<file path="src/logic/frtc_pkg.sv">
// Package: register map, field layout, reset values of the timer
package frtc_pkg;

    // ****************************************************************
    // Register byte addresses on the bus
    // ****************************************************************
    localparam logic [7:0] FRTC_ADR_CNT_HI = 8'h00;
    localparam logic [7:0] FRTC_ADR_CNT_LO = 8'h04;
    localparam logic [7:0] FRTC_ADR_ALT_HI = 8'h08;
    localparam logic [7:0] FRTC_ADR_ALT_LO = 8'h0c;
    localparam logic [7:0] FRTC_ADR_CMP1_HI = 8'h10;
    localparam logic [7:0] FRTC_ADR_CMP1_LO = 8'h14;
    localparam logic [7:0] FRTC_ADR_CMP2_HI = 8'h18;
    localparam logic [7:0] FRTC_ADR_CMP2_LO = 8'h1c;
    localparam logic [7:0] FRTC_ADR_CTRL1 = 8'h20;
    localparam logic [7:0] FRTC_ADR_CTRL2 = 8'h24;
    localparam logic [7:0] FRTC_ADR_STAT = 8'h28;
    localparam logic [7:0] FRTC_ADR_EVT = 8'h2c;
    localparam logic [7:0] FRTC_ADR_MASK = 8'h30;

    // ****************************************************************
    // Reset and reload values
    // ****************************************************************
    localparam logic [15:0] FRTC_CNT_RELOAD = 16'hfffc;
    localparam logic [15:0] FRTC_CNT_TOP = 16'hffff;
    localparam logic [15:0] FRTC_CMP_RESET = 16'h8000;

    // ****************************************************************
    // Field positions
    // ****************************************************************
    // Control one: 6 irq enable cmp, 5 irq enable ovf, 4:3 force,
    // 2 level two, 0 level one
    localparam int FRTC_C1_COMPARE_IRQ_ENABLE = 6;
    localparam int FRTC_C1_OVERFLOW_IRQ_ENABLE = 5;
    localparam int FRTC_C1_FOLV2 = 4;
    localparam int FRTC_C1_FOLV1 = 3;
    localparam int FRTC_C1_OLVL2 = 2;
    localparam int FRTC_C1_OLVL1 = 0;
    // Control two: 7 pin one, 6 pin two, 5 cpu mask, 1:0 prescale
    localparam int FRTC_C2_PIN1 = 7;
    localparam int FRTC_C2_PIN2 = 6;
    localparam int FRTC_C2_CPUM = 5;
    // Status: 6 compare one, 5 overflow, 4 compare two
    localparam int FRTC_ST_OCF1 = 6;
    localparam int FRTC_ST_TOF = 5;
    localparam int FRTC_ST_OCF2 = 4;
    // Event and mask bits: 0 overflow, 1 compare one, 2 compare two
    localparam int FRTC_EV_W = 3;

    // ****************************************************************
    // Prescale encodings
    // ****************************************************************
    localparam logic [1:0] FRTC_PS_DIV2 = 2'h0;
    localparam logic [1:0] FRTC_PS_DIV4 = 2'h1;
    localparam logic [1:0] FRTC_PS_DIV8 = 2'h2;
    localparam logic [1:0] FRTC_PS_EXT = 2'h3;

    typedef struct packed {
        logic compare_irq_enable;
        logic overflow_irq_enable;
        logic [1:0] force_output_level;
        logic [1:0] compare_output_level;
    } frtc_ctrl1_t;

    typedef struct packed {
        logic [1:0] compare_pin_enable;
        logic cpu_irq_mask;
        logic [1:0] prescale_select;
    } frtc_ctrl2_t;

endpackage

</file>
<file path="src/logic/frtc_timer.sv">
// Free-running 16-bit timer with two compare outputs, Wishbone slave
//
// Overview of operation
// RQ1: Sixteen-bit up-counter advances once per timer tick, read as two bytes.
// RQ2: Two-bit prescale picks system clock over two, four, eight, or external.
// RQ3: Main and alternate views return the same count; differ in flag effects.
// RQ4: Writing either low count byte reloads the counter with fffc.
// RQ5: Reset loads fffc; that is the only reload value.
// RQ6: High byte read first latches low byte until low byte is read.
// RQ7: After a completed pair, a lone low read returns the live byte.
// RQ8: Rollover from ffff to zero sets the overflow flag, any clock choice.
// RQ9: Overflow interrupt only while enabled and processor mask clear; IRQ_O ignores both and follows the overflow event and mask bit.
// RQ10: Overflow flag clears by status read then main low byte access.
// RQ11: Alternate low byte accesses never clear the overflow flag.
// RQ12: Wait mode keeps counting; halt stops and resumes from held count.
// RQ13: Two compare registers, byte split, compared each timer tick.
// RQ14: Match sets flag, drives enabled pin level, requests enabled irq.
// RQ15: Compare registers only software written; reset loads 8000.
// RQ16: Compare high byte write inhibits matching until low byte written.
// RQ17: Channel one match with pin enabled copies its level to pin one.
// RQ18: Force bit copies level to enabled pin, sets no compare flag.
// RQ19: External clock is synchronised; counter advances once per rising edge.
module frtc_timer
    import frtc_pkg::*;
(
    // System
    input wire logic CLK_I,
    input wire logic SYS_RST_I,
    // Wishbone slave
    input wire logic CYC_I,
    input wire logic STB_I,
    input wire logic WE_I,
    input wire logic [7:0] ADR_I,
    input wire logic [3:0] SEL_I,
    input wire logic [31:0] DAT_I,
    output logic [31:0] DAT_O,
    output logic ACK_O,
    // Power mode and external timer clock
    input wire logic HALT_I,
    input wire logic EXT_CLK_I,
    // Compare output pins
    output logic [1:0] COMPARE_OUTPUT_PIN_O,
    // Interrupts
    output logic TIMER_IRQ_O,
    output logic IRQ_O
);

    // ****************************************************************
    // Bus decode
    // ****************************************************************
    logic req;
    logic wr;
    logic rd;
    logic a_cnt_hi;
    logic a_cnt_lo;
    logic a_alt_hi;
    logic a_alt_lo;
    logic a_c1;
    logic a_c2;
    logic a_stat;
    logic a_evt;
    logic a_mask;
    logic a_ok;
    logic [1:0] a_cmp_hi;
    logic [1:0] a_cmp_lo;

    // One request per bus cycle: the cycle before ack rises
    assign req = CYC_I & STB_I & ~ACK_O;
    assign wr = req & WE_I & SEL_I[0];
    assign rd = req & ~WE_I;
    assign a_cnt_hi = ADR_I == FRTC_ADR_CNT_HI;
    assign a_cnt_lo = ADR_I == FRTC_ADR_CNT_LO;
    assign a_alt_hi = ADR_I == FRTC_ADR_ALT_HI;
    assign a_alt_lo = ADR_I == FRTC_ADR_ALT_LO;
    assign a_cmp_hi = {ADR_I == FRTC_ADR_CMP2_HI,
        ADR_I == FRTC_ADR_CMP1_HI};
    assign a_cmp_lo = {ADR_I == FRTC_ADR_CMP2_LO,
        ADR_I == FRTC_ADR_CMP1_LO};
    assign a_c1 = ADR_I == FRTC_ADR_CTRL1;
    assign a_c2 = ADR_I == FRTC_ADR_CTRL2;
    assign a_stat = ADR_I == FRTC_ADR_STAT;
    assign a_evt = ADR_I == FRTC_ADR_EVT;
    assign a_mask = ADR_I == FRTC_ADR_MASK;
    assign a_ok = a_cnt_hi | a_cnt_lo | a_alt_hi | a_alt_lo |
        (|a_cmp_hi) | (|a_cmp_lo) | a_c1 | a_c2 | a_stat | a_evt |
        a_mask;

    // ****************************************************************
    // State
    // ****************************************************************
    logic [15:0] cnt;
    logic [7:0] lo_buf;
    logic latched;
    logic overflow_flag;
    logic tof_armed;
    frtc_ctrl1_t ctrl1;
    frtc_ctrl2_t ctrl2;
    logic [FRTC_EV_W-1:0] evt;
    logic [FRTC_EV_W-1:0] mask;
    logic [15:0] cmp [2];
    logic [1:0] inhibit;
    logic [1:0] ocf;
    logic [1:0] ocf_armed;
    logic [1:0] match;
    logic tick;
    logic run;
    logic reload;
    logic ovf;
    logic tof_clr;
    logic [7:0] st_byte;
    logic [7:0] c1_byte;
    logic [7:0] c2_byte;
    logic [7:0] rd_byte;
    logic [FRTC_EV_W-1:0] next_evt;

    // ****************************************************************
    // Timer clock source
    // ****************************************************************
    frtc_tick u_tick (
        .clk_i(CLK_I),
        .rst_i(SYS_RST_I),
        .prescale_select_i(ctrl2.prescale_select),
        .ext_clk_i(EXT_CLK_I),
        .tick_o(tick)
    );

    // ****************************************************************
    // Counter
    // ****************************************************************
    // Halt freezes the count; wait mode has no port since it changes
    // nothing here. A reset wake-up goes through the system reset.
    assign run = tick & ~HALT_I; // [RQ12]
    assign reload = wr & (a_cnt_lo | a_alt_lo); // [RQ4]
    assign ovf = run & ~reload & (cnt == FRTC_CNT_TOP); // [RQ8]

    // Reload wins over a tick in the same cycle
    always_ff @(posedge CLK_I)
    begin
        if (SYS_RST_I)
            cnt <= FRTC_CNT_RELOAD; // [RQ5]
        else if (reload)
            cnt <= FRTC_CNT_RELOAD; // [RQ4]
        else if (run)
            cnt <= cnt + 16'h1; // [RQ1]
    end

    // ****************************************************************
    // Low byte latch for two-byte reads
    // ****************************************************************
    // The first high read latches; repeat high reads leave it alone
    always_ff @(posedge CLK_I)
    begin
        if (SYS_RST_I)
        begin
            lo_buf <= 8'h00;
            latched <= 1'b0;
        end
        else if (rd & (a_cnt_lo | a_alt_lo))
            latched <= 1'b0; // [RQ7]
        else if (rd & (a_cnt_hi | a_alt_hi) & ~latched)
        begin
            lo_buf <= cnt[7:0]; // [RQ6]
            latched <= 1'b1;
        end
    end

    // ****************************************************************
    // Overflow flag with two-step clear
    // ****************************************************************
    // Only the main low byte finishes the clear, so the alternate view
    // can sample time without losing an overflow
    assign tof_clr = tof_armed & req & a_cnt_lo; // [RQ10] [RQ11]

    // A rollover in the clearing cycle still sets the flag
    always_ff @(posedge CLK_I)
    begin
        if (SYS_RST_I)
        begin
            overflow_flag <= 1'b0;
            tof_armed <= 1'b0;
        end
        else
        begin
            overflow_flag <= ovf | (overflow_flag & ~tof_clr); // [RQ8] [RQ10]
            if (tof_clr | ovf)
                tof_armed <= 1'b0;
            else if (rd & a_stat & overflow_flag)
                tof_armed <= 1'b1; // [RQ10]
        end
    end

    // ****************************************************************
    // Control registers
    // ****************************************************************
    always_ff @(posedge CLK_I)
    begin
        if (SYS_RST_I)
        begin
            ctrl1 <= '0;
            ctrl2 <= '0;
        end
        else
        begin
            if (wr & a_c1)
                ctrl1 <= {DAT_I[FRTC_C1_COMPARE_IRQ_ENABLE], DAT_I[FRTC_C1_OVERFLOW_IRQ_ENABLE],
                    DAT_I[FRTC_C1_FOLV2], DAT_I[FRTC_C1_FOLV1],
                    DAT_I[FRTC_C1_OLVL2], DAT_I[FRTC_C1_OLVL1]};
            if (wr & a_c2)
                ctrl2 <= {DAT_I[FRTC_C2_PIN2], DAT_I[FRTC_C2_PIN1],
                    DAT_I[FRTC_C2_CPUM], DAT_I[1:0]}; // [RQ2]
        end
    end

    // ****************************************************************
    // Compare channels
    // ****************************************************************
    genvar i;
    generate
        for (i = 0; i < 2; i++)
        begin : g_ch
            logic ocf_clr;

            // Match on a running tick unless a half-written value
            // is pending
            assign match[i] = run & (cnt == cmp[i]) &
                ~inhibit[i]; // [RQ13] [RQ16]
            assign ocf_clr = ocf_armed[i] & req & a_cmp_lo[i];

            // Only software writes alter the compare value
            always_ff @(posedge CLK_I)
            begin
                if (SYS_RST_I)
                begin
                    cmp[i] <= FRTC_CMP_RESET; // [RQ15]
                    inhibit[i] <= 1'b0;
                end
                else if (wr & a_cmp_hi[i])
                begin
                    cmp[i][15:8] <= DAT_I[7:0];
                    inhibit[i] <= 1'b1; // [RQ16]
                end
                else if (wr & a_cmp_lo[i])
                begin
                    cmp[i][7:0] <= DAT_I[7:0];
                    inhibit[i] <= 1'b0; // [RQ16]
                end
            end

            // Flag set wins over its two-step clear
            always_ff @(posedge CLK_I)
            begin
                if (SYS_RST_I)
                begin
                    ocf[i] <= 1'b0;
                    ocf_armed[i] <= 1'b0;
                end
                else
                begin
                    ocf[i] <= match[i] | (ocf[i] & ~ocf_clr); // [RQ14]
                    if (ocf_clr | match[i])
                        ocf_armed[i] <= 1'b0;
                    else if (rd & a_stat & ocf[i])
                        ocf_armed[i] <= 1'b1;
                end
            end

            // Pin takes its level on a match or while forced, if enabled;
            // force does not touch the flag
            always_ff @(posedge CLK_I)
            begin
                if (SYS_RST_I)
                    COMPARE_OUTPUT_PIN_O[i] <= 1'b0;
                else if (ctrl2.compare_pin_enable[i] &
                    (match[i] | ctrl1.force_output_level[i]))
                    COMPARE_OUTPUT_PIN_O[i] <=
                        ctrl1.compare_output_level[i]; // [RQ14] [RQ17] [RQ18]
            end
        end
    endgenerate

    // ****************************************************************
    // Event register, mask and interrupt lines
    // ****************************************************************
    // Write one to clear, but a fresh event in the same cycle stays
    assign next_evt = ({match, ovf}) |
        (evt & ~((wr & a_evt) ? DAT_I[FRTC_EV_W-1:0] : '0));

    always_ff @(posedge CLK_I)
    begin
        if (SYS_RST_I)
        begin
            evt <= '0;
            mask <= '0;
            IRQ_O <= 1'b0;
            TIMER_IRQ_O <= 1'b0;
        end
        else
        begin
            evt <= next_evt;
            if (wr & a_mask)
                mask <= DAT_I[FRTC_EV_W-1:0];
            IRQ_O <= |(evt & mask);
            // Pending flags wait until enable and processor mask allow
            TIMER_IRQ_O <= ~ctrl2.cpu_irq_mask &
                ((overflow_flag & ctrl1.overflow_irq_enable) | ((|ocf) & ctrl1.compare_irq_enable)); // [RQ9] [RQ14]
        end
    end

    // ****************************************************************
    // Read data and acknowledge
    // ****************************************************************
    assign st_byte = 8'((ocf[0] << FRTC_ST_OCF1) |
        (overflow_flag << FRTC_ST_TOF) | (ocf[1] << FRTC_ST_OCF2));
    assign c1_byte = 8'((ctrl1.compare_irq_enable << FRTC_C1_COMPARE_IRQ_ENABLE) |
        (ctrl1.overflow_irq_enable << FRTC_C1_OVERFLOW_IRQ_ENABLE) |
        (ctrl1.force_output_level[1] << FRTC_C1_FOLV2) |
        (ctrl1.force_output_level[0] << FRTC_C1_FOLV1) |
        (ctrl1.compare_output_level[1] << FRTC_C1_OLVL2) |
        (ctrl1.compare_output_level[0] << FRTC_C1_OLVL1));
    assign c2_byte = 8'((ctrl2.compare_pin_enable[0] << FRTC_C2_PIN1) |
        (ctrl2.compare_pin_enable[1] << FRTC_C2_PIN2) |
        (ctrl2.cpu_irq_mask << FRTC_C2_CPUM) |
        ctrl2.prescale_select);
    // Both views share one count; only flag side effects differ
    assign rd_byte = (a_cnt_hi | a_alt_hi) ? cnt[15:8] : // [RQ3]
        (a_cnt_lo | a_alt_lo) ? (latched ? lo_buf : cnt[7:0]) :
        a_cmp_hi[0] ? cmp[0][15:8] :
        a_cmp_lo[0] ? cmp[0][7:0] :
        a_cmp_hi[1] ? cmp[1][15:8] :
        a_cmp_lo[1] ? cmp[1][7:0] :
        a_c1 ? c1_byte :
        a_c2 ? c2_byte :
        a_stat ? st_byte :
        a_evt ? 8'(evt) :
        a_mask ? 8'(mask) : 8'h00;

    // One wait state; unmapped addresses answer with zero
    always_ff @(posedge CLK_I)
    begin
        if (SYS_RST_I)
        begin
            ACK_O <= 1'b0;
            DAT_O <= 32'h0;
        end
        else
        begin
            ACK_O <= req;
            DAT_O <= (rd & a_ok) ? {24'h0, rd_byte} : 32'h0;
        end
    end
endmodule // frtc_timer

</file>
<file path="src/logic/frtc_tick.sv">
// Timer clock tick generator: divided system clock or external clock
module frtc_tick
    import frtc_pkg::*;
(
    // System
    input wire logic clk_i,
    input wire logic rst_i,
    // Selection and external source
    input wire logic [1:0] prescale_select_i,
    input wire logic ext_clk_i,
    // One-cycle tick
    output logic tick_o
);

    // ****************************************************************
    // Divider and external clock synchroniser
    // ****************************************************************
    logic [2:0] div;
    logic ext_s1;
    logic ext_s2;
    logic ext_s3;
    logic next_tick;

    // Tick on the last phase of the chosen division; external edge
    // is taken only from the second and third stages
    assign next_tick = (prescale_select_i == FRTC_PS_DIV2) ? div[0] :
        (prescale_select_i == FRTC_PS_DIV4) ? (div[1:0] == 2'h3) :
        (prescale_select_i == FRTC_PS_DIV8) ? (div == 3'h7) :
        (ext_s2 & ~ext_s3); // [RQ2] [RQ19]

    // Free running divider, stages, registered tick
    always_ff @(posedge clk_i)
    begin
        if (rst_i)
        begin
            div <= 3'h0;
            ext_s1 <= 1'b0;
            ext_s2 <= 1'b0;
            ext_s3 <= 1'b0;
            tick_o <= 1'b0;
        end
        else
        begin
            div <= div + 3'h1;
            ext_s1 <= ext_clk_i;
            ext_s2 <= ext_s1;
            ext_s3 <= ext_s2;
            tick_o <= next_tick;
        end
    end

endmodule // frtc_tick

</file>
<file path="config.mk">
export PLATFORM = sky130hd
export DESIGN_NAME = frtc_timer
export DESIGN_NICKNAME = d
export VERILOG_FILES = /design/src/logic/frtc_pkg.sv /design/src/logic/frtc_timer.sv /design/src/logic/frtc_tick.sv
export SDC_FILE = /design/constraint.sdc
export NUM_CORES = 1
export LEC_CHECK = 0
export ABC_AREA = 1
export ABC_CLOCK_PERIOD_IN_PS = 3200
export BUFFER_PORTS_ARGS = -buffer_cell sky130_fd_sc_hd__buf_2
export CAP_MARGIN = 5
export CELL_PAD_IN_SITES_DETAIL_PLACEMENT = 1
export CELL_PAD_IN_SITES_GLOBAL_PLACEMENT = 1
export CORE_MARGIN = 2
export CORE_UTILIZATION = 45
export CTS_CLUSTER_DIAMETER = 80
export DETAILED_ROUTE_END_ITERATION = 16
export PLACE_DENSITY_LB_ADDON = 0.3
export RECOVER_POWER = 25
export SLEW_MARGIN = 20
export SYNTH_ARGS = -nofsm -noshare
export SYNTH_HDL_FRONTEND = slang
export SYNTH_SLANG_ARGS = --single-unit
</file>
<file path="constraint.sdc">
create_clock -name CLK_I -period 3.2 [get_ports CLK_I]
set_clock_uncertainty 0.1 [all_clocks]
set_input_delay 0 -clock CLK_I [delete_from_list [all_inputs] [get_ports CLK_I]]
set_output_delay 0 -clock CLK_I [all_outputs]
set_load 0.01 [all_outputs]
</file>
==> flow_metrics.py <==
metrics = {
    "global_route": {
        "met3_usage_pct": 4.45,
        "grtUsageTotal_pct": 26.8,
        "use_met2_pct": 44.2,
        "grt_pass1_vias": 4893,
        "grt_pass1_wl_mm": 26.3,
        "antenna_found_initial": 0,
        "grt.busiest_layer": "met2",
        "grt_max_degree": 23,
        "gr-total-overflow": 0,
        "use_met1_pct": 35.4,
    },
    "sta": {
        "fmax_mhz": 420,
        "slew_violations": 0,
        "rsz0062_at_grt": "false",
        "tns_ps": 0,
        "worstMarginPinSlew_ps": 1020,
        "timing.final.crit_period_ps": 2380,
        "slew_headroom_pct": 31.6,
        "finalCritPeriodShare_pct": 74.4,
        "holdWs_ps": 34.8,
        "hold_violations": 0,
        "finalSetupViolCount": 0,
    },
    "yosys": {
        "ys.flop_type": "dfxtp_1",
        "ys_types": 45,
        "synth_seq_cells": 102,
        "synthesis.area_um2": 5500,
        "synthArstFlopShare_pct": 0,
        "synthCells": 705,
        "syn-mean-instance-area_um2": 7.80,
        "yosysSeqAreaShare_pct": 43.0,
        "yosys_warnings": 0,
        "synth-edff-count": 32,
    },
    "clock_tree": {
        "clk_latency_ps": 360,
        "root_buffer": "clkbuf_16",
        "clk_pin_slew_worst_paths_ps": 80,
        "cts_buffers": 9,
        "cts_setup_buffers": 0,
        "clkSinkCount": 102,
        "cts_tree": "done",
        "cts_buffer_depth": 2,
        "htree_levels": 3,
    },
    "placed_design": {
        "numPortBuffers": 36,
        "routabilityCongestion": 0.884,
        "dp_hpwl_mm": 12.7,
        "place_inst": 873,
    },
    "drt": {
        "drt_iter0_markers": 346,
        "wl_per_cell_um": 18.7,
        "dr.pass1.iters": 4,
        "ant_nets": 0,
        "wirelength_mm": 16.8,
        "vias": 4842,
        "viasPerCell": 5.38,
        "drc": 0,
    },
    "power": {
        "power_per_cell_area_nw_per_um2": 450,
        "irDropWorstVdd_mv": 0.333,
        "power.leakage_nw": 2.65,
    },
    "hold_path": {
        "worst_hold_path.endpoint": "ctrl1[1]",
        "hold_start": "DAT_I[2]",
        "hold_path.class": "in2reg",
        "min_path_cells": 3,
    },
    "worst_setup_path": {
        "crit_cells": 5,
        "r2r_cells": 5,
        "cp.buffers_inverters": 1,
        "critPathRequiredTime_ps": 3090,
        "worstSetupPathType": "reg2reg",
        "startpoint_type": "register",
        "max_stage_delay_ps": 900,
        "crit_path_top_delay_cell": "o21ai_1",
        "cp_max_fo": 9,
        "rrSetupSlack_ps": 820,
        "critical-path-top-delay-family": "compound AO/OA/AOI/OAI gates",
        "r2r_end": "cmp[0][6]",
        "path_cells": "nor2_1 > nand2_1 > inv_1 > nand3_1 > o21ai_1",
        "setup.worst_path.end_class": "register",
        "r2r_start": "ACK_O",
        "arrival_ps": 2270,
    },
    "die": {
        "die_w_um": 115,
        "dieArea_um2": 13100,
        "rows": 40,
        "die_h_um": 115,
        "core_um2": 12000,
        "io_pins": 88,
        "start_util_pct": 46.0,
    },
    "finish": {
        "antennaDiodeCount": 0,
        "regArea_um2": 2360,
        "fill_cells": 1506,
        "multi_input_area_um2": 2590,
        "area_delta_synth_final_pct": 10.5,
        "drive_gt1_share_pct": 14.6,
        "nets": 802,
        "stdcell_count": 900,
    },
    "run": {
        "maxCapViolCount": 0,
    },
    "status": {
        "outcome": "finished clean",
    },
}
-- cell type report --
| class | count | area share, % |
|---|---|---|
| clock buffers | 11 | 4.18 |
| clock inverters | 5 | 1.03 |
| inverters | 86 | 5.37 |
| multi-input cells | 499 | 42.6 |
| flip-flops and latches | 102 | 38.9 |
| well taps | 147 | 3.03 |
| repair buffers | 50 | 4.88 |
-- power breakdown --
part / switching (mW) / internal (mW)
logic: 0.122 / 0.0529
registers: 0.0192 / 1.35
clock network: 0.525 / 0.663
total: 0.666 / 2.07
-- synthesized netlist by cell type (3+ instances only) --
| cell type | n | area share (%) |
|---|---|---|
| buf_2 | 7 | 0.64 |
| nand4_1 | 8 | 0.91 |
| nand3_1 | 31 | 2.8 |
| nor2_1 | 90 | 6.1 |
| o211ai_1 | 10 | 1.4 |
| nor3_1 | 3 | 0.27 |
| clkbuf_1 | 5 | 0.34 |
| a21oi_1 | 38 | 3.5 |
| o21ai_1 | 4 | 0.36 |
| xor2_1 | 19 | 3.0 |
| or2_2 | 7 | 0.80 |
| nand2_1 | 150 | 10 |
| nor2_4 | 11 | 2.3 |
| nor3_2 | 5 | 0.91 |
| edfxtp_1 | 32 | 17 |
| buf_4 | 26 | 3.5 |
| dfxtp_1 | 70 | 25 |
| o21ai_0 | 41 | 3.7 |
| a31oi_1 | 3 | 0.34 |
| inv_2 | 14 | 0.96 |
| ha_1 | 3 | 0.68 |
| inv_1 | 69 | 4.7 |
| nor2_2 | 14 | 1.6 |
| xnor2_1 | 9 | 1.4 |
| nand2_4 | 4 | 0.82 |
| nand3_4 | 4 | 1.3 |
| nand3_2 | 6 | 1.1 |
-- state kept, by name, indices dropped and copies added, names as in the netlist, 2 cells and up --
| register | count |
|---|---|
| ctrl1 | 6 |
| ocf | 2 |
| DAT_O | 8 |
| lo_buf | 8 |
| ctrl2 | 5 |
| evt | 3 |
| ocf_armed | 2 |
| cnt | 16 |
| mask | 3 |
| u_tick.div | 3 |
| COMPARE_OUTPUT_PIN_O | 2 |
| inhibit | 2 |
| cmp | 32 |
-- how the worst max path moves through the flow --
stage / from / to / slack, ps
2_1_floorplan: ACK_O / cmp[1][10] / 1320
6_report: ACK_O / cmp[0][6] / 820
3_3_place_gp: ADR_I[2] / cmp[0][3] / 1170
4_1_cts: ACK_O / cmp[0][6] / 1090
3_5_place_dp: ADR_I[2] / cmp[0][7] / 1030
5_1_grt: ACK_O / cmp[0][5] / 640
-- per-stage QoR --
| stage | instance area [um^2] | setup slack [ps] | total power [mW] | utilization (%) |
|---|---|---|---|---|
| global route | 6080 | 640 | 2.81 | 50.8 |
| floorplan | 5590 | 1320 | 1.52 | - |
| CTS | 6120 | 1090 | 2.74 | 51.2 |
| global placement | 5700 | 1170 | 1.55 | 47.6 |
| detailed placement | 5700 | 1030 | 1.57 | 47.6 |
| finish | 6080 | 818 | 2.73 | 50.8 |
-- cell usage in the layout (no fill, tap or decap), types with 2 or more instances in the layout --
master,count
a21oi_1,38
a31oi_1,3
buf_2,23
buf_4,3
clkbuf_1,14
clkbuf_16,10
conb_1,24
dfxtp_1,70
dlygate4sd3_1,11
edfxtp_1,32
ha_1,3
inv_1,70
inv_2,13
inv_4,2
inv_6,2
nand2_1,151
nand2_2,2
nand2_4,3
nand3_1,33
nand3_2,5
nand3_4,3
nand4_1,8
nor2_1,90
nor2_2,14
nor2_4,11
nor3_1,4
nor3_2,4
o211ai_1,10
o21ai_0,41
o21ai_1,4
o21ai_2,2
o22ai_1,2
or2_2,7
xnor2_1,9
xor2_1,19
-- per-layer routing --
layer / share of wire (%) / up-vias
li1: - / 2300
met1: 44 / 2374
met2: 48 / 141
met3: 5.7 / 27
met4: 2.3 / 0
met5: 0 / -
-- kinds of logic after synthesis --
| family | Yosys count | share of synthesized area (%) |
|---|---|---|
| AND/OR/NAND/NOR | 339 | 30.2 |
| other | 1 | 0.0682 |
| XOR/XNOR | 28 | 4.46 |
| adder cells (fa/ha/maj) | 3 | 0.683 |
| AO/OA/AOI/OAI | 105 | 10.7 |
| flip-flops | 102 | 43.0 |
| buffers and inverters | 127 | 10.9 |
-- worst reg2reg max path: cells and delay by family (launching register included) --
family / cells / cell delay (ps)
compound gates: 1 / 900
simple gates: 3 / 520
flops: 1 / 320
buf+inv: 1 / 180
-- what timing repair did --
action	4_1_cts	5_1_grt
hold buffers	11	0
setup endpoints to repair	0	0
resized for setup	0	0
endpoints found under the hold margin	28	0
(Power assumes the default switching activity.)
